File: src/design/sac_pkg.sv
package sac_pkg;
  localparam int CLK_PERIOD_NS = 50;
  localparam int SCLK_HALF_NS = 200;
  localparam int CS_GAP_NS = 400;
  // least times round up to whole cycles
  localparam int HALF_CYCLES = (SCLK_HALF_NS + CLK_PERIOD_NS - 1) / CLK_PERIOD_NS;
  localparam int GAP_CYCLES = (CS_GAP_NS + CLK_PERIOD_NS - 1) / CLK_PERIOD_NS;
  localparam int CNT_W = 4;
  localparam logic [CNT_W-1:0] HALF_LAST = CNT_W'(HALF_CYCLES - 1);
  localparam logic [CNT_W-1:0] GAP_LAST = CNT_W'(GAP_CYCLES - 1);
  localparam int NUM_REGS = 10;
  localparam int REG_IDX_W = 4;
  localparam int NUM_CHAN = 8;
  localparam int CHAN_IDX_W = 3;
  localparam int BYTE_W = 8;
  localparam int WORD_W = 16;
  localparam int MEM_ADDR_W = 23;
  localparam int FIFO_DEPTH = 4;
  localparam int BITS_W = 5;
  localparam logic [BITS_W-1:0] BITS_CMD = 5'h08;
  localparam logic [BITS_W-1:0] BITS_RESULT = 5'h10;
  localparam int MSB_POS = 7;
  typedef enum logic [3:0] {
    ST_IDLE = 4'h0,
    ST_WRITE_ADDR = 4'h1,
    ST_WAIT_ADDR = 4'h2,
    ST_ADDR_DATA = 4'h3,
    ST_WAIT_DATA = 4'h4,
    ST_DIRECT_MODE = 4'h5,
    ST_WAIT_DM = 4'h6,
    ST_ASSIGN_DATA = 4'h7,
    ST_READ_DATA = 4'h8,
    ST_STORE = 4'h9,
    ST_DONE = 4'hA
  } sac_state_type;
endpackage
File: src/design/sac_capture.sv
// Overview of operation
// - edge-select pin held high permanently
// - data changes while clock low, stable high
// - register mode opens with instruction byte
// - data byte follows the instruction byte
// - select raised after every serial command
// - direct command byte picks channel and gain
// - registers initialised first, command before read
// - result presented as one 16-bit word
// - same command repeats per channel
// - address then data per register, then channels
// - parallel load plus start strobe per command byte, one strobe per 16-bit read
// - flag zero sends exactly eight bits
// - flag one captures sixteen result bits
// - sequencer holds until shift completes
// - channel ends at its upper memory address
`timescale 1ns/1ps
module sac_fifo #(
  parameter int WIDTH = 8,
  parameter int DEPTH = 4
) (
  input wire logic ref_clk,
  input wire logic rst,
  input wire logic inValid,
  output logic inReady,
  input wire logic [WIDTH-1:0] inData,
  output logic outValid,
  input wire logic outReady,
  output logic [WIDTH-1:0] outData
);
  localparam int PW = $clog2(DEPTH);
  logic [WIDTH-1:0] mem [DEPTH];
  logic [PW-1:0] wrPtr;
  logic [PW-1:0] rdPtr;
  logic [PW:0] count;
  logic doPush;
  logic doPop;
  assign inReady = count != (PW+1)'(DEPTH);
  assign outValid = count != '0;
  assign outData = mem[rdPtr];
  assign doPush = inValid && inReady;
  assign doPop = outValid && outReady;
  always_ff @(posedge ref_clk) begin
    if (doPush) begin
      mem[wrPtr] <= inData;
    end
  end
  always_ff @(posedge ref_clk or posedge rst) begin
    if (rst) begin
      wrPtr <= '0;
      rdPtr <= '0;
      count <= '0;
    end else begin
      if (doPush) begin
        wrPtr <= (wrPtr == PW'(DEPTH - 1)) ? '0 : wrPtr + 1'b1;
      end
      if (doPop) begin
        rdPtr <= (rdPtr == PW'(DEPTH - 1)) ? '0 : rdPtr + 1'b1;
      end
      if (doPush && !doPop) begin
        count <= count + 1'b1;
      end else if (doPop && !doPush) begin
        count <= count - 1'b1;
      end
    end
  end
endmodule // sac_fifo

module sac_capture import sac_pkg::*; (
  input wire logic ref_clk,
  input wire logic rst,
  input wire logic start,
  input wire logic [NUM_REGS-1:0] regWriteEnable,
  input wire logic [NUM_REGS-1:0][BYTE_W-1:0] regInstr,
  input wire logic [NUM_REGS-1:0][BYTE_W-1:0] regData,
  input wire logic [NUM_CHAN-1:0] chanEnable,
  input wire logic [NUM_CHAN-1:0][BYTE_W-1:0] chanCommand,
  input wire logic [NUM_CHAN-1:0][MEM_ADDR_W-1:0] chanLow,
  input wire logic [NUM_CHAN-1:0][MEM_ADDR_W-1:0] chanHigh,
  output logic busy,
  output logic done,
  output logic sclk,
  output logic din,
  input wire logic dout,
  output logic csn,
  output logic edgeSelect,
  output logic memValid,
  input wire logic memReady,
  output logic [WORD_W-1:0] memData,
  output logic [MEM_ADDR_W-1:0] memAddr
);
  sac_state_type state;
  logic [NUM_REGS-1:0] regPending;
  logic [NUM_CHAN-1:0] chanPending;
  logic [REG_IDX_W-1:0] regIdx;
  logic [REG_IDX_W-1:0] regCur;
  logic [CHAN_IDX_W-1:0] chanIdx;
  logic [NUM_CHAN-1:0] next_chanPending;
  logic chanFresh;
  logic [CNT_W-1:0] gapCount;
  logic [MEM_ADDR_W-1:0] memAddress;
  logic goShift;
  logic modeFlag;
  logic [BYTE_W-1:0] shiftLoad;
  logic shiftBusy;
  logic shiftDone;
  logic [CNT_W-1:0] halfCount;
  logic [BITS_W-1:0] bitsLeft;
  logic firstBit;
  logic tail;
  logic [BYTE_W-1:0] txShift;
  logic [WORD_W-1:0] rxShift;
  logic [2:0] doutSync;
  logic doutValue;
  logic pushValid;
  logic pushReady;
  logic halfEnd;

  // lowest set bit wins; the sequence order is by index
  always_comb begin
    regIdx = '0;
    for (int i = NUM_REGS - 1; i >= 0; i--) begin
      if (regPending[i]) begin
        regIdx = REG_IDX_W'(i);
      end
    end
    chanIdx = '0;
    for (int i = NUM_CHAN - 1; i >= 0; i--) begin
      if (chanPending[i]) begin
        chanIdx = CHAN_IDX_W'(i);
      end
    end
    next_chanPending = chanPending;
    next_chanPending[chanIdx] = 1'b0;
  end

  assign edgeSelect = 1'b1;
  assign busy = state != ST_IDLE && state != ST_DONE;
  assign done = state == ST_DONE;
  assign pushValid = state == ST_STORE;
  assign halfEnd = halfCount == HALF_LAST;

  // dout is launched on the converter's clock edge, so it is a foreign input
  always_ff @(posedge ref_clk or posedge rst) begin
    if (rst) begin
      doutSync <= '0;
      doutValue <= 1'b0;
    end else begin
      doutSync <= {doutSync[1:0], dout};
      if (doutSync[1] == doutSync[2]) begin
        doutValue <= doutSync[2];
      end
    end
  end

  // sequencer
  always_ff @(posedge ref_clk or posedge rst) begin
    if (rst) begin
      state <= ST_IDLE;
      csn <= 1'b1;
      goShift <= 1'b0;
      modeFlag <= 1'b0;
      shiftLoad <= '0;
      gapCount <= '0;
      regCur <= '0;
      memAddress <= '0;
      chanFresh <= 1'b0;
      regPending <= '0;
      chanPending <= '0;
    end else begin
      goShift <= 1'b0;
      unique case (state)
        ST_IDLE, ST_DONE: begin
          gapCount <= '0;
          if (start) begin
            regPending <= regWriteEnable;
            chanPending <= chanEnable;
            chanFresh <= 1'b1;
            if (|regWriteEnable) begin
              state <= ST_WRITE_ADDR;
            end else if (|chanEnable) begin
              state <= ST_DIRECT_MODE;
            end else begin
              state <= ST_DONE;
            end
          end
        end
        ST_WRITE_ADDR: begin
          if (gapCount == GAP_LAST) begin
            csn <= 1'b0;
            goShift <= 1'b1;
            shiftLoad <= regInstr[regIdx];
            regCur <= regIdx;
            regPending[regIdx] <= 1'b0;
            state <= ST_WAIT_ADDR;
          end else begin
            gapCount <= gapCount + 1'b1;
          end
        end
        ST_WAIT_ADDR: begin
          if (shiftDone) begin
            state <= ST_ADDR_DATA;
          end
        end
        ST_ADDR_DATA: begin
          goShift <= 1'b1;
          shiftLoad <= regData[regCur];
          state <= ST_WAIT_DATA;
        end
        ST_WAIT_DATA: begin
          if (shiftDone) begin
            csn <= 1'b1;
            gapCount <= '0;
            if (|regPending) begin
              state <= ST_WRITE_ADDR;
            end else if (|chanPending) begin
              state <= ST_DIRECT_MODE;
            end else begin
              state <= ST_DONE;
            end
          end
        end
        ST_DIRECT_MODE: begin
          if (gapCount == GAP_LAST) begin
            csn <= 1'b0;
            goShift <= 1'b1;
            modeFlag <= 1'b0;
            shiftLoad <= chanCommand[chanIdx];
            if (chanFresh) begin
              memAddress <= chanLow[chanIdx];
              chanFresh <= 1'b0;
            end
            state <= ST_WAIT_DM;
          end else begin
            gapCount <= gapCount + 1'b1;
          end
        end
        ST_WAIT_DM: begin
          if (shiftDone) begin
            state <= ST_ASSIGN_DATA;
          end
        end
        ST_ASSIGN_DATA: begin
          // result follows the command with no read instruction
          modeFlag <= 1'b1;
          goShift <= 1'b1;
          state <= ST_READ_DATA;
        end
        ST_READ_DATA: begin
          if (shiftDone) begin
            csn <= 1'b1;
            modeFlag <= 1'b0;
            gapCount <= '0;
            state <= ST_STORE;
          end
        end
        ST_STORE: begin
          // a full buffer stalls the next conversion, no sample is dropped
          if (pushReady) begin
            if (memAddress == chanHigh[chanIdx]) begin
              chanPending <= next_chanPending;
              chanFresh <= 1'b1;
              state <= (|next_chanPending) ? ST_DIRECT_MODE : ST_DONE;
            end else begin
              memAddress <= memAddress + 1'b1;
              state <= ST_DIRECT_MODE;
            end
          end
        end
      endcase
    end
  end

  // shift engine; sclk is a divided copy of ref_clk, so no second domain
  always_ff @(posedge ref_clk or posedge rst) begin
    if (rst) begin
      sclk <= 1'b0;
      din <= 1'b0;
      shiftBusy <= 1'b0;
      shiftDone <= 1'b0;
      halfCount <= '0;
      bitsLeft <= '0;
      firstBit <= 1'b0;
      tail <= 1'b0;
      txShift <= '0;
      rxShift <= '0;
    end else begin
      shiftDone <= 1'b0;
      if (goShift && !shiftBusy) begin
        shiftBusy <= 1'b1;
        txShift <= shiftLoad;
        bitsLeft <= modeFlag ? BITS_RESULT : BITS_CMD;
        halfCount <= '0;
        firstBit <= 1'b1;
        tail <= 1'b0;
        sclk <= 1'b0;
        din <= modeFlag ? 1'b0 : shiftLoad[MSB_POS];
      end else if (shiftBusy) begin
        if (!halfEnd) begin
          halfCount <= halfCount + 1'b1;
        end else begin
          halfCount <= '0;
          if (!sclk) begin
            // capture at the end of the low phase: dout moved on the
            // previous rising edge and has cleared the synchroniser by now
            if (!firstBit) begin
              rxShift <= {rxShift[WORD_W-2:0], doutValue};
            end
            firstBit <= 1'b0;
            if (tail) begin
              shiftBusy <= 1'b0;
              shiftDone <= 1'b1;
              tail <= 1'b0;
            end else begin
              sclk <= 1'b1;
            end
          end else begin
            sclk <= 1'b0;
            txShift <= {txShift[BYTE_W-2:0], 1'b0};
            if (bitsLeft == 5'h01) begin
              tail <= 1'b1;
              din <= 1'b0;
            end else begin
              bitsLeft <= bitsLeft - 1'b1;
              din <= modeFlag ? 1'b0 : txShift[MSB_POS-1];
            end
          end
        end
      end
    end
  end

  sac_fifo #(
    .WIDTH(WORD_W + MEM_ADDR_W),
    .DEPTH(FIFO_DEPTH)
  ) sac_fifo_i (
    .ref_clk(ref_clk),
    .rst(rst),
    .inValid(pushValid),
    .inReady(pushReady),
    .inData({memAddress, rxShift}),
    .outValid(memValid),
    .outReady(memReady),
    .outData({memAddr, memData})
  );

  // checking helpers
  logic [BITS_W:0] riseCount;
  always_ff @(posedge ref_clk or posedge rst) begin
    if (rst) begin
      riseCount <= '0;
    end else if (goShift && !shiftBusy) begin
      riseCount <= '0;
    end else if (shiftBusy && !sclk && halfEnd && !tail) begin
      riseCount <= riseCount + 1'b1;
    end
  end
endmodule // sac_capture

File: config.mk
export PLATFORM = sky130hd
export DESIGN_NAME = sac_capture
export DESIGN_NICKNAME = d
export VERILOG_FILES = /design/src/design/sac_pkg.sv /design/src/design/sac_capture.sv
export SDC_FILE = /design/constraint.sdc
export NUM_CORES = 1
export LEC_CHECK = 0
export ABC_CLOCK_PERIOD_IN_PS = 9100
export BUFFER_PORTS_ARGS = -buffer_cell sky130_fd_sc_hd__buf_4
export CORE_AREA = 2 2 258 260
export DETAILED_ROUTE_END_ITERATION = 12
export DIE_AREA = 0 0 260 262
export PLACE_DENSITY = 0.51
export SLEW_MARGIN = 20
export SYNTH_ARGS = -nofsm -noshare
export SYNTH_HDL_FRONTEND = slang
export SYNTH_SLANG_ARGS = --single-unit
File: constraint.sdc
create_clock -name ref_clk -period 9.1 [get_ports ref_clk]
set_input_delay 0.455 -clock ref_clk [delete_from_list [all_inputs] [get_ports ref_clk]]
set_output_delay 0.455 -clock ref_clk [all_outputs]
set_load 0.01 [all_outputs]
* Word-level counts from Yosys, hierarchy flattened
Memory sizes are Yosys's and may differ from the RTL's. Index checks and enable logic that the tools add are counted.
Storage, ports and cells: memories 1, bits in registers 114, bits of input ports 615, memory bits (writable) 156, logic and storage cells 259
Memories:
- sac_fifo_i.mem | words 4, width 39, read ports 1, clocked after memory_dff 0, write ports 1, RTL line sac_capture.sv:32 | logic [WIDTH-1:0] mem [DEPTH];
Operators by class: muxes and demuxes 125, bitwise logic cells 7, $lt $le $gt $ge 5, equality and inequality tests 36, add/subtract/negate cells 8, reduce and logical (&&, ||, !) cells 51
Operators with widths (number):
- binary-select mux 23 bit (select 3 bit) | 2
- two-way mux 23 bit | 6
- two-way mux 4 bit | 29
- binary-select mux 8 bit (select 4 bit) | 2
- two-way mux 8 bit | 8
- one-hot mux 23 bit (2 select lines) | 1
- two-way mux 1 bit | 41
- one-hot mux 4 bit (10 select lines) | 1
- two-way mux 3 bit | 10
- two-way mux 5 bit | 6
- two-way mux 7 bit | 4
- != test 2 bit, second input constant | 13
- binary-select mux 8 bit (select 3 bit) | 1
- one-hot mux 8 bit (3 select lines) | 1
- AND reduction 3 bit | 8
- OR reduction 8 bit | 3
- adder 23 x 1 -> 23 bit, second input constant | 1
- == test 23 bit | 1
- == test 4 x 3 -> 1 bit, second input constant | 5
- two-way mux 10 bit | 2
- one-hot mux 10 bit (2 select lines) | 1
- OR reduction 10 bit | 2
- one-hot mux 8 bit (2 select lines) | 1
- nonzero test 2 bit | 8
- 40 further kinds | 75

* Logic depth before layout (Yosys ltp)
Gate-level depths: netlist of the first run.
word-level depth 19, gate-level depth with buffers 16, depth with buffers taken out 12

* Modules after synthesis
From an unflattened synthesis of the first run, not the netlist that was laid out.
Second synthesis, totals: cell total of the unflattened synthesis 1606, area total of the unflattened synthesis 16972.5 sq um
Modules (own cells, without submodules):
- sac_capture | sequential area each 2678.8 sq um, cells an instance 1364, area an instance 10849.2 sq um, times used 1
- sac_fifo | sequential area each 4859.7 sq um, cells an instance 242, area an instance 6123.4 sq um, times used 1

* Worst setup path before layout of the first run
OpenSTA, ideal clock, no wires.
path kind register -> register, from reg chanPending[2], to reg memAddress[15], buffers on the path 4, period minus slack after synthesis 3.745 ns, arrival 3.619 ns, cell stages (with the launch flop) 16, slack 5.355 ns, data required time 8.974 ns, cells stage by stage dfrtp_1 buf_6 or4_4 buf_6 or3_4 buf_6 o22ai_2 a22o_4 a211oi_1 or4_4 a2111oi_4 nand4_4 o21ai_4 buf_6 nor4_1 o32a_1
On the way: longest elaborated chain between the ends 8, elaborated cells between the ends (all ways) 13
RTL lines:
- from (decl) | RTL line sac_capture.sv:94 | logic [NUM_CHAN-1:0] chanPending;
- from (signal assigned) | RTL line sac_capture.sv:177 | chanPending <= chanEnable;
- from (signal assigned) | RTL line sac_capture.sv:261 | chanPending <= next_chanPending;
- two-way mux 3 bit (*) (3 in series) | RTL line sac_capture.sv:129 | if (chanPending[i]) begin
- binary-select mux 23 bit (select 3 bit) (on tied branches) | RTL line sac_capture.sv:260, sac_capture.sv:230
- two-way mux 23 bit (on tied branches) | RTL line sac_capture.sv:260, sac_capture.sv:230
- == test 23 bit / two-way mux 23 bit (equally long branches) | RTL line sac_capture.sv:260, sac_capture.sv:229
- != test 2 bit (no line) / two-way mux 23 bit (equally long branches)
- AND reduction 5 bit (no line) / one-hot mux 23 bit (2 select lines) (equally long branches)
- to (signal assigned) | RTL line sac_capture.sv:230 | memAddress <= chanLow[chanIdx];
- to (signal assigned) | RTL line sac_capture.sv:265 | memAddress <= memAddress + 1'b1;
- to (decl) | RTL line sac_capture.sv:101 | logic [MEM_ADDR_W-1:0] memAddress;
Mark *: on every way between the ends. The rest lies on a longest branch, timed or not. The select of a mux whose other input is x is not followed. A chain may end at the register's enable or synchronous reset.

* Worst setup path in the final report of the first run
from reg chanPending[3], to reg memAddress[20]
On the way: longest elaborated chain between the ends 9, elaborated cells between the ends (all ways) 14
RTL lines (RTL line):
- two-way mux 3 bit (*) (4 in series) | sac_capture.sv:129
- binary-select mux 23 bit (select 3 bit) (on tied branches) | sac_capture.sv:260, sac_capture.sv:230
- two-way mux 23 bit (on tied branches) | sac_capture.sv:260, sac_capture.sv:230
- == test 23 bit / two-way mux 23 bit (equally long branches) | sac_capture.sv:260, sac_capture.sv:229
- != test 2 bit (no line) / two-way mux 23 bit (equally long branches)
- AND reduction 5 bit (no line) / one-hot mux 23 bit (2 select lines) (equally long branches)
Marked as above.

==> results of run 1 <==
[sequential cells by signal (all words and copies together), names as in the netlist, 3 cells and up]
signal	flops
bitsLeft	5
chanPending	8
doutSync	3
gapCount	4
halfCount	4
memAddress	23
regCur	4
regPending	10
rxShift	16
sac_fifo_i.count	3
sac_fifo_i.mem	156
shiftLoad	8
state	4
txShift	7
[what timing repair did]
item | CTS | global route
endpoints found under the hold margin | 1 | 0
setup buffers | 0 | 0
hold buffers | 1 | 0
[cell families after synthesis]
group,after synthesis,share of synthesized area (%)
fa+ha+maj,14,1.053
compound gates,449,19.14
buf+inv,140,3.492
xor+xnor,9,0.4670
other cells,1,0.02222
simple gates,464,13.25
mux,184,17.91
flops,270,44.67
[power by group through the flow]
stage | clock, uW | sequential (uW) | combinational [uW]
floorplan | 0 | 1680 | 1980
global placement | 0 | 1820 | 3050
detailed placement | 0 | 1830 | 3080
CTS | 1350 | 1800 | 3090
global route | 1400 | 1840 | 3300
finish | 1320 | 1810 | 3070
[metrics by stage]
step	hold WS, ns	cells	setup WS [ns]	utilization, %	area, sq um
CTS	0.03280	3020	3.538	36.40	23760
finish	0.01583	3031	3.434	36.45	23790
global placement	0.3389	2965	3.584	34.74	22680
global route	0.05886	3029	3.060	36.44	23790
detailed placement	0.3362	2965	3.551	34.75	22680
floorplan	0.3312	1531	5.355	-	16880
[cells in the mapped netlist, types with 24 or more instances]
cell | count | area share (%)
o21ai_0 | 79 | 2.3
dfrtp_1 | 113 | 17
a21oi_1 | 96 | 2.8
edfxtp_1 | 156 | 28
a22o_1 | 30 | 1.6
inv_1 | 24 | 0.53
clkbuf_1 | 79 | 1.8
o32a_1 | 24 | 1.4
mux4_2 | 92 | 12
a221oi_1 | 32 | 1.7
and3_1 | 26 | 0.96
mux2_2 | 24 | 1.6
o211ai_1 | 24 | 1.1
mux2i_1 | 68 | 4.0
nor2_1 | 84 | 1.9
nand3_1 | 62 | 1.8
nand2_1 | 182 | 4.0
[worst register-to-register path, delay by kind of cell (launching register included)]
| family | cells | cell delay (ns) |
|---|---|---|
| AO/OA/AOI/OAI | 5 | 3.15 |
| AND/OR/NAND/NOR | 6 | 1.91 |
| flip-flops | 1 | 0.52 |
[placed cells by master, fill, tap and decap left out, drive strengths merged, types with 26 or more instances in the layout]
cell	instances
a21oi	96
a221oi	33
a22o	31
and3	26
buf	685
clkbuf	36
dfrtp	113
edfxtp	156
mux2i	68
mux4	92
nand2	182
nand3	62
nor2	84
o21ai	83
[how the worst min path moves through the flow]
stage                      from          end  slack (ns)  cells after the start
detailed placement  doutSync[0]  doutSync[1]        0.34                      0
global route                rst  bitsLeft[0]        0.06                      2
finish                      rst  bitsLeft[0]        0.02                      2
CTS                         rst  bitsLeft[3]        0.03                      2
global placement    doutSync[0]  doutSync[1]        0.34                      0
floorplan           doutSync[0]  doutSync[1]        0.33                      0
[cell type report]
type,count,share of cell area (%)
timing repair buffer,686,21.71
antenna,11,0.1157
clock inverter,18,1.199
multi-input combinational,1121,37.05
inverter,25,0.4049
sequential,270,31.69
clock buffer,36,3.287
tap,864,4.544
[per-layer routing]
metal | global-route usage [%] | up-vias
met4 | 11.57 | 18
met5 | 0 | -
met1 | 28.71 | 8378
li1 | - | 7312
met3 | 5.652 | 164
met2 | 46.29 | 860
==> results.json, run 1 <==
{
  "reg2regPathDepth": 11,
  "nFillCells": 6601,
  "track_usage_pct": 25.59,
  "wl_met2_um": 47150,
  "r2r_start": "chanPending[3]",
  "cts_root_buffer": "clkbuf_16",
  "pwr-share-clk_pct": 21.3,
  "die-area_sq_um": 68120,
  "timing.final.crit_share_pct": 62.27,
  "final_antenna_net_count": 0,
  "remaining_drc_errors": 0,
  "p_sw_uw": 2536,
  "h-tree-depth": 1,
  "layout-drive-gt1-share_pct": 41.42,
  "synth_area_sq_um": 16880,
  "cts.sinks": 270,
  "antenna_found_initial": 22,
  "path_delay_family": "compound AO/OA/AOI/OAI gates",
  "dr_wl_met3_um": 6638,
  "syn_inst": 1531,
  "num_rows": 94,
  "grt_pass1_vias": 16700,
  "ys_warn_count": 0,
  "ys.flop_type": "edfxtp_1",
  "crit_slowest_cell": "a2111oi_0",
  "timing.critical_path.from": "chanPending[3]",
  "design.core.area_sq_um": 65280,
  "synth_edf_count": 156,
  "multi_input_area_sq_um": 8815,
  "place_hpwl_um": 73940,
  "clock_skew_ns": 0.03632,
  "grt_pass1_wl_um": 123500,
  "maxCapViolations": 0,
  "crit_path_max_fanout": 22,
  "relSlewSlack_pct": 27.29,
  "area_delta_synth_final_pct": 40.97,
  "critical_path_arrival_ns": 6.17,
  "vdd_drop_max_uv": 154.5,
  "period_minus_slack_ns": 5.666,
  "switching_share_pct": 40.85,
  "rsz0062_at_grt": "no",
  "r2r_slack_ns": 3.43,
  "finalSetupTns_ns": 0,
  "wirelength_um": 90840,
  "syn_area_per_cell_sq_um": 11.02,
  "share_comb_of_total_power_pct": 49.5,
  "layout.nets": 2760,
  "r2r-end": "memAddress[20]",
  "firstDrtPassIters": 6,
  "crit_end": "memAddress[20]",
  "critPathMaxStageDelay_ns": 0.83,
  "startpoint_type": "flip-flop",
  "ios": 661,
  "drv_slew": 0,
  "clk_path_buf_depth": 3,
  "critPathCaptureType": "flip-flop",
  "timing.fmax_mhz": 176.5,
  "clock_latency_ns": 0.59,
  "m1WireLength_um": 32420,
  "regArea_sq_um": 7540,
  "ys_seq_area_share_pct": 44.67,
  "tightest_slew_ns": 1.077,
  "vias": 16730,
  "hold_viol": 0,
  "cp_cell_sequence": "nor2b_1 -> o21bai_2 -> nand2_1 -> a2111oi_0 -> nor4bb_1 -> nor4_1 -> and4_1 -> nand4_4 -> o21ai_4 -> a21o_1 -> o32a_1",
  "clk_pin_slew_worst_paths_ns": 0.06,
  "wl_per_cell_um": 29.97,
  "routed_via_density": 5.520,
  "ys_ff_latch": 270,
  "path_depth": 11,
  "cts_buffers": 29,
  "internal_power_uw": 3672,
  "worst_ep_required_time_ns": 9.60,
  "synth.net_count": 2158,
  "crit_type": "flip-flop to flip-flop",
  "yosysUniqueCellTypes": 89,
  "power_uw": 6208,
  "grt_max_degree": 66,
  "drtIter0Drc": 1667,
  "setup_violations": 0,
  "p_leak_uw": 0.009837,
  "start_util_pct": 25.86,
  "overflow": 0,
  "power_density_nw_per_um2": 261.0,
  "worst-path-buf-inv": 0,
  "die_width_um": 260,
  "portBuffers": 659,
  "postCtsResizedCells": 0,
  "status": "finished, final reports clean",
  "p_seq_share_pct": 29.2,
  "ys_async_sr_fraction_pct": 42.22,
  "highest_layer": "met5",
  "cts_tree": "done",
  "hp-class": "input pin to asynchronous set/reset pin",
  "gp_congestion": 0.9652,
  "die_y_um": 262
}
No activity file was read; power rests on OpenSTA's default activity.
==> run 2: changes to the inputs <==
--- a/config.mk
+++ b/config.mk
@@ -5,12 +5,13 @@
 export SDC_FILE = /design/constraint.sdc
 export NUM_CORES = 1
 export LEC_CHECK = 0
-export ABC_CLOCK_PERIOD_IN_PS = 9100
+export ABC_AREA = 1
+export ABC_CLOCK_PERIOD_IN_PS = 5900
 export BUFFER_PORTS_ARGS = -buffer_cell sky130_fd_sc_hd__buf_4
-export CORE_AREA = 2 2 258 260
+export CORE_AREA = 2 2 254 256
 export DETAILED_ROUTE_END_ITERATION = 12
-export DIE_AREA = 0 0 260 262
-export PLACE_DENSITY = 0.51
+export DIE_AREA = 0 0 256 258
+export PLACE_DENSITY = 0.53
 export SLEW_MARGIN = 20
 export SYNTH_ARGS = -nofsm -noshare
 export SYNTH_HDL_FRONTEND = slang
==> constraint.sdc (replaced) <==
create_clock -name ref_clk -period 5.9 [get_ports ref_clk]
set_input_delay 0.295 -clock ref_clk [delete_from_list [all_inputs] [get_ports ref_clk]]
set_output_delay 0.295 -clock ref_clk [all_outputs]
set_load 0.01 [all_outputs]
==> results.json, run 2 <==
{
  "status": "finished, final reports clean",
  "setup_violations": 0,
  "vdd_drop_max_uv": 296.6,
  "crit_path_max_fanout": 44,
  "tightest_slew_ns": 1.092,
  "syn_area_per_cell_sq_um": 7.486,
  "place_area_sq_um": 23010,
  "final_antenna_net_count": 0,
  "fin_area_sq_um": 24140,
  "reg.largest.list": "sac_fifo_i.mem: 156 flops, memAddress: 23 flops, rxShift: 16 flops",
  "relSlewSlack_pct": 27.23,
  "antenna_found_initial": 14,
  "cts_tree": "done",
  "yosysUniqueCellTypes": 66,
  "layout_commonest_cell": "buf_4",
  "synth_area_leaders": "edfxtp_1 (27%), dfrtp_1 (16%), nand2_1 (14%)",
  "synth.net_count": 2944,
  "grt_pass1_wl_um": 126200,
  "wl_per_cell_um": 23.12,
  "crit_type": "flip-flop to flip-flop",
  "design.core.area_sq_um": 63650,
  "synth_most_common_cell": "nand2_1",
  "start_util_pct": 27.25,
  "vias": 19340,
  "regMostFlops": "sac_fifo_i.mem",
  "clock_latency_ns": 0.59,
  "h-tree-depth": 1,
  "drtIter0Drc": 1380,
  "critical_path_arrival_ns": 5.00,
  "timing.final.crit_share_pct": 76.21,
  "stdcell_count": 3793,
  "drv_slew": 0,
  "layout_common_cells": "buf_4 (684), nand2_1 (638), nor2_1 (277)",
  "ys_async_sr_fraction_pct": 42.22,
  "portBuffers": 659,
  "die-area_sq_um": 66050,
  "critPathCaptureType": "flip-flop",
  "period_minus_slack_ns": 4.496,
  "layout.nets": 3535,
  "multi_input_area_sq_um": 8636,
  "die_width_um": 256,
  "remaining_drc_errors": 0,
  "timing.fmax_mhz": 222.4,
  "cp_common_cell": "nand2_1",
  "routed_via_density": 5.098,
  "cts.sinks": 270,
  "rsz0062_at_grt": "no",
  "area_delta_synth_final_pct": 39.20,
  "nFillCells": 6744,
  "gp_congestion": 0.9381,
  "syn_inst": 2317,
  "hp-class": "input pin to flip-flop",
  "largest_register_ffs": 156,
  "finalSetupTns_ns": 0,
  "dp.cells": 3727,
  "firstDrtPassIters": 7,
  "overflow": 0,
  "clk_path_buf_depth": 3,
  "track_usage_pct": 25.41,
  "cts_buffers": 30,
  "die_y_um": 258,
  "startpoint_type": "flip-flop",
  "layout-drive-gt1-share_pct": 26.54,
  "p_leak_uw": 0.01093,
  "clock_skew_ns": 0.01315,
  "cts_root_buffer": "clkbuf_16",
  "hold_viol": 0,
  "num_rows": 93,
  "power_density_nw_per_um2": 518.0,
  "ys_ff_latch": 270,
  "post-cts-setup-buffers": 0,
  "ys_seq_area_share_pct": 43.46,
  "critPathMaxStageDelay_ns": 0.76,
  "synth_area_sq_um": 17340,
  "ys_warn_count": 0,
  "synth_edf_count": 156,
  "grt_pass1_vias": 19150,
  "grt_max_degree": 94,
  "synth_top_area_share_pct": 27.01,
  "cp_cell_sequence": "inv_4 -> nand4_4 -> nor2_4 -> nand2_2 -> inv_2 -> nand2_1 -> o21ai_0 -> nor2_1 -> nand3_1 -> nand2_1 -> nor2_1 -> nand2_1 -> nor2_4 -> nand3_2 -> nand2_4 -> nand2_1 -> o21ai_1",
  "maxCapViolations": 0,
  "clk_pin_slew_worst_paths_ns": 0.06,
  "place_hpwl_um": 68980,
  "ys.flop_type": "edfxtp_1",
  "synth_top_area_cell": "edfxtp_1",
  "regArea_sq_um": 7540,
  "ios": 661,
  "wirelength_um": 87680,
  "crit_slowest_cell": "inv_2",
  "synth_common_cells": "nand2_1 (639), nor2_1 (282), nand3_1 (201), o21ai_0 (188), edfxtp_1 (156)",
  "worst_ep_required_time_ns": 6.40
}
## run 2: cell types whose count changed after synthesis, sizes merged, moves of 26 or more
cell	before	now
nand2	182	648
nor2	84	288
nand3	62	203
inv	24	162
o21ai	83	218
mux4	92	0
o22ai	9	62
mux2i	68	17
a21oi	96	63
nand3b	1	34
nand4	7	36
a221oi	33	5
a22o	31	5
and3	26	0
## run 2: final cells by class
type / count / area share [%]
inverter: 166 / 2.602
timing repair buffer: 688 / 21.43
clock inverter: 14 / 1.016
tap: 855 / 4.431
antenna: 7 / 0.07255
clock buffer: 41 / 3.446
sequential: 270 / 31.23
multi-input combinational: 1752 / 35.77
## run 2: worst max-delay path: cells and delay by family (launching register included)
| family | cells | cell delay [ns] |
|---|---|---|
| compound gates | 2 | 0.22 |
| buf+inv | 2 | 1.12 |
| flops | 1 | 0.46 |
| simple gates | 13 | 2.58 |
## run 2: metrics by stage
| step | setup slack, ns | power, uW | utilization [%] | hold WS, ns |
|---|---|---|---|---|
| 2_1_floorplan | 2.097 | 7540 | - | 0.3264 |
| 3_3_place_gp | 1.515 | 10380 | 36.13 | 0.3406 |
| 3_5_place_dp | 1.414 | 10450 | 36.14 | 0.3426 |
| 4_1_cts | 1.398 | 12520 | 37.90 | 0.0009502 |
| 5_1_grt | 0.9894 | 13420 | 37.92 | 0.01843 |
| 6_report | 1.404 | 12510 | 37.93 | 0.02086 |
## run 2: logic make-up (layout without fill, tap and decap cells)
logic type                 after synthesis  after routing  share of synthesized area (%)
AOI/OAI and AO/OA                      459            459                          15.94
xor gates and xnor gates                16             16                         0.8080
adders and majority gates               13             13                         0.9667
buffers and inverters                  295            909                          7.026
DFF                                    270            270                          43.46
muxes                                   18             18                          1.046
other                                    1              8                        0.02162
and+or+nand+nor                       1245           1245                          30.73
## run 2: routing by layer
metal / track usage, % / vias up / wire length, um
met3: 5.330 / 114 / 6374
li1: - / 9136 / -
met4: 6.027 / 8 / 2127
met5: 0 / - / 56
met1: 32.69 / 9314 / 36710
met2: 43.59 / 765 / 42410
## run 2: path summary, 6_finish.rpt
check	start	to	slack [ns]	cells after the start
worst min register to register	doutSync[0]	doutSync[1]	0.35	0
worst min-delay path	regWriteEnable[9]	regPending[9]	0.02	3
worst max register to register	chanPending[0]	memAddress[3]	1.40	17
worst max-delay path	chanPending[0]	memAddress[3]	1.40	17
min in group asynchronous	rst	doutSync[0]	0.46	3
max in group asynchronous	rst	chanPending[7]	4.20	4
## run 2: what timing repair did
action                    CTS  global route
resized for setup           0             0
hold buffers                4             0
hold endpoints to repair   66             0
## run 2: where the power goes
part           internal [uW]  switching, uW  total (uW)  leakage, uW
registers               2560            533        3090      0.00283
logic                   2340           5040        7390      0.00758
clock network           1250            778        2030     0.000524
total                   6150           6350       12500       0.0109
==> run 3: changes to the inputs <==
--- a/config.mk
+++ b/config.mk
@@ -5,12 +5,12 @@
 export SDC_FILE = /design/constraint.sdc
 export NUM_CORES = 1
 export LEC_CHECK = 0
-export ABC_AREA = 1
-export ABC_CLOCK_PERIOD_IN_PS = 5900
+export ABC_AREA = 0
+export ABC_CLOCK_PERIOD_IN_PS = 3600
 export BUFFER_PORTS_ARGS = -buffer_cell sky130_fd_sc_hd__buf_4
-export CORE_AREA = 2 2 254 256
+export CORE_AREA = 2 2 256 258
 export DETAILED_ROUTE_END_ITERATION = 12
-export DIE_AREA = 0 0 256 258
+export DIE_AREA = 0 0 258 260
 export PLACE_DENSITY = 0.53
 export SLEW_MARGIN = 20
 export SYNTH_ARGS = -nofsm -noshare
==> constraint.sdc (replaced) <==
create_clock -name ref_clk -period 3.6 [get_ports ref_clk]
set_input_delay 0.18 -clock ref_clk [delete_from_list [all_inputs] [get_ports ref_clk]]
set_output_delay 0.18 -clock ref_clk [all_outputs]
set_load 0.01 [all_outputs]
==> results.json, run 3 (synthesis results as in run 1) <==
{
  "status": "finished with violations",
  "violations": "setup timing",
  "vias": 17420,
  "cts_root_buffer": "clkbuf_16",
  "place_hpwl_um": 76020,
  "fin_util_pct": 39.89,
  "dr_wl_met3_um": 6904,
  "die_width_um": 258,
  "remaining_drc_errors": 0,
  "h-tree-depth": 1,
  "timing.fmax_mhz": 260.6,
  "clk_path_buf_depth": 3,
  "crit_path_max_fanout": 6,
  "drtIter0Drc": 1767,
  "highest_layer": "met5",
  "wl_met2_um": 46240,
  "crit_end": "memAddress[11]",
  "layout_common_cells": "buf_4 (829), nand2_1 (181), edfxtp_1 (156)",
  "ios": 661,
  "setup_violations": 35,
  "period_minus_slack_ns": 3.837,
  "relSlewSlack_pct": 31.40,
  "vdd_drop_max_uv": 417.8,
  "reg.largest.list": "sac_fifo_i.mem: 156 flops, memAddress: 23 flops, rxShift: 16 flops",
  "track_usage_pct": 26.29,
  "r2r-end": "memAddress[11]",
  "portBuffers": 659,
  "cts.sinks": 270,
  "clock_latency_ns": 0.60,
  "antenna_found_initial": 24,
  "overflow": 0,
  "timing.critical_path.from": "chanPending[1]",
  "preCtsSetupSlack_ns": -0.3283,
  "power_density_nw_per_um2": 661.6,
  "nFillCells": 6269,
  "r2r_slack_ns": -0.24,
  "design.core.area_sq_um": 64120,
  "num_rows": 93,
  "r2r_start": "chanPending[1]",
  "area_delta_synth_final_pct": 51.55,
  "critPathCaptureType": "flip-flop",
  "grt_pass1_vias": 17630,
  "timing.final.crit_share_pct": 106.6,
  "wirelength_um": 91800,
  "die-area_sq_um": 67080,
  "crit_type": "flip-flop to flip-flop",
  "drv_slew": 0,
  "hold_viol": 0,
  "startpoint_type": "flip-flop",
  "maxCapViolations": 0,
  "grt_pass1_wl_um": 126800,
  "start_util_pct": 26.32,
  "hp-class": "input pin to flip-flop",
  "firstDrtPassIters": 6,
  "clock_skew_ns": 0.03158,
  "clk_pin_slew_worst_paths_ns": 0.07,
  "critical_path_arrival_ns": 4.30,
  "wl_per_cell_um": 28.51,
  "largest_register_ffs": 156,
  "m1WireLength_um": 34950,
  "cts_buffers": 30,
  "finalSetupTns_ns": -5.550,
  "final_antenna_net_count": 0,
  "p_leak_uw": 0.01085,
  "reg2regPathDepth": 13,
  "layout_commonest_cell": "buf_4",
  "rsz0062_at_grt": "yes",
  "die_y_um": 260,
  "routed_via_density": 5.409,
  "worst_ep_required_time_ns": 4.06,
  "cts_tree": "done",
  "tightest_slew_ns": 1.029,
  "regMostFlops": "sac_fifo_i.mem",
  "gp_congestion": 0.9542,
  "grt_max_degree": 61,
  "worst_slack_ns": -0.2374,
  "layout.nets": 2950,
  "layout-drive-gt1-share_pct": 46.02
}
## run 3: changes by cell type in the layout (fill, tap and decap cells not counted), moves of 112 or more
cell and delta:
buf_4 +145, inv_1 -126, nand2_1 -457, nand3_1 -139, nor2_1 -195, o21ai_0 -112
## run 3: repair_timing
action                     CTS  global route
pin swaps                    7             7
hold endpoints to repair    79             0
gates cloned                 1             0
hold buffers                21             0
buffers inserted             4             2
resized for setup           32             7
setup endpoints to repair   36            37
## run 3: worst min-delay path by stage
stage / from / end / slack (ns) / cells past startpoint
2_1_floorplan: dout / doutSync[0] / 0.21 / 0
3_3_place_gp: dout / doutSync[0] / 0.30 / 1
3_5_place_dp: dout / doutSync[0] / 0.29 / 1
4_1_cts: regInstr[70] / shiftLoad[6] / 0.03 / 4
5_1_grt: regInstr[74] / shiftLoad[2] / 0.05 / 4
6_report: regInstr[74] / shiftLoad[2] / 0.04 / 4
## run 3: final cells by class
| class | count | area (sq um) | share of cell area (%) |
|---|---|---|---|
| Inverter | 25 | 96.34 | 0.3767 |
| Tap cell | 855 | 1070 | 4.183 |
| Clock buffer | 33 | 793.3 | 3.101 |
| Multi-Input combinational cell | 1121 | 8920 | 34.87 |
| Clock inverter | 23 | 275.3 | 1.076 |
| Sequential cell | 270 | 7540 | 29.48 |
| Antenna cell | 18 | 45.04 | 0.1761 |
| Timing Repair Buffer | 875 | 6838 | 26.73 |
## run 3: through the flow
stage	std cells	hold slack, ns	total power, uW	instance area [sq um]
finish	3220	0.04207	16920	25580
global route	3214	0.04974	17790	25560
CTS	3200	0.02665	16980	25490
detailed placement	3118	0.2942	13490	24050
global placement	3118	0.2964	13380	24050
floorplan	1531	0.2114	9279	16900
## run 3: critical path, cell delays in order, from the launching register on
cell       delay [ns]
dfrtp_1          0.38
or4_4            0.57
or3_4            0.44
buf_6            0.16
o22ai_4          0.15
a22o_4           0.15
a211oi_2         0.04
or4_4            0.50
a2111oi_4        0.25
nand4_4          0.26
o21ai_4          0.27
buf_6            0.16
nor4b_4          0.05
o32a_1           0.34
## run 3: power by group
part | internal [uW] | switching [uW] | total, uW | leakage (uW)
registers | 3880 | 631 | 4510 | 0.00292
logic | 4250 | 4860 | 9100 | 0.00741
clock network | 1960 | 1350 | 3310 | 0.000520
total | 10100 | 6840 | 16900 | 0.0108
## run 3: per-layer routing
metal	GRT usage [%]	vias up
met5	0	-
met4	9.393	6
met3	4.776	146
met2	46.53	885
met1	31.96	8692
li1	-	7687
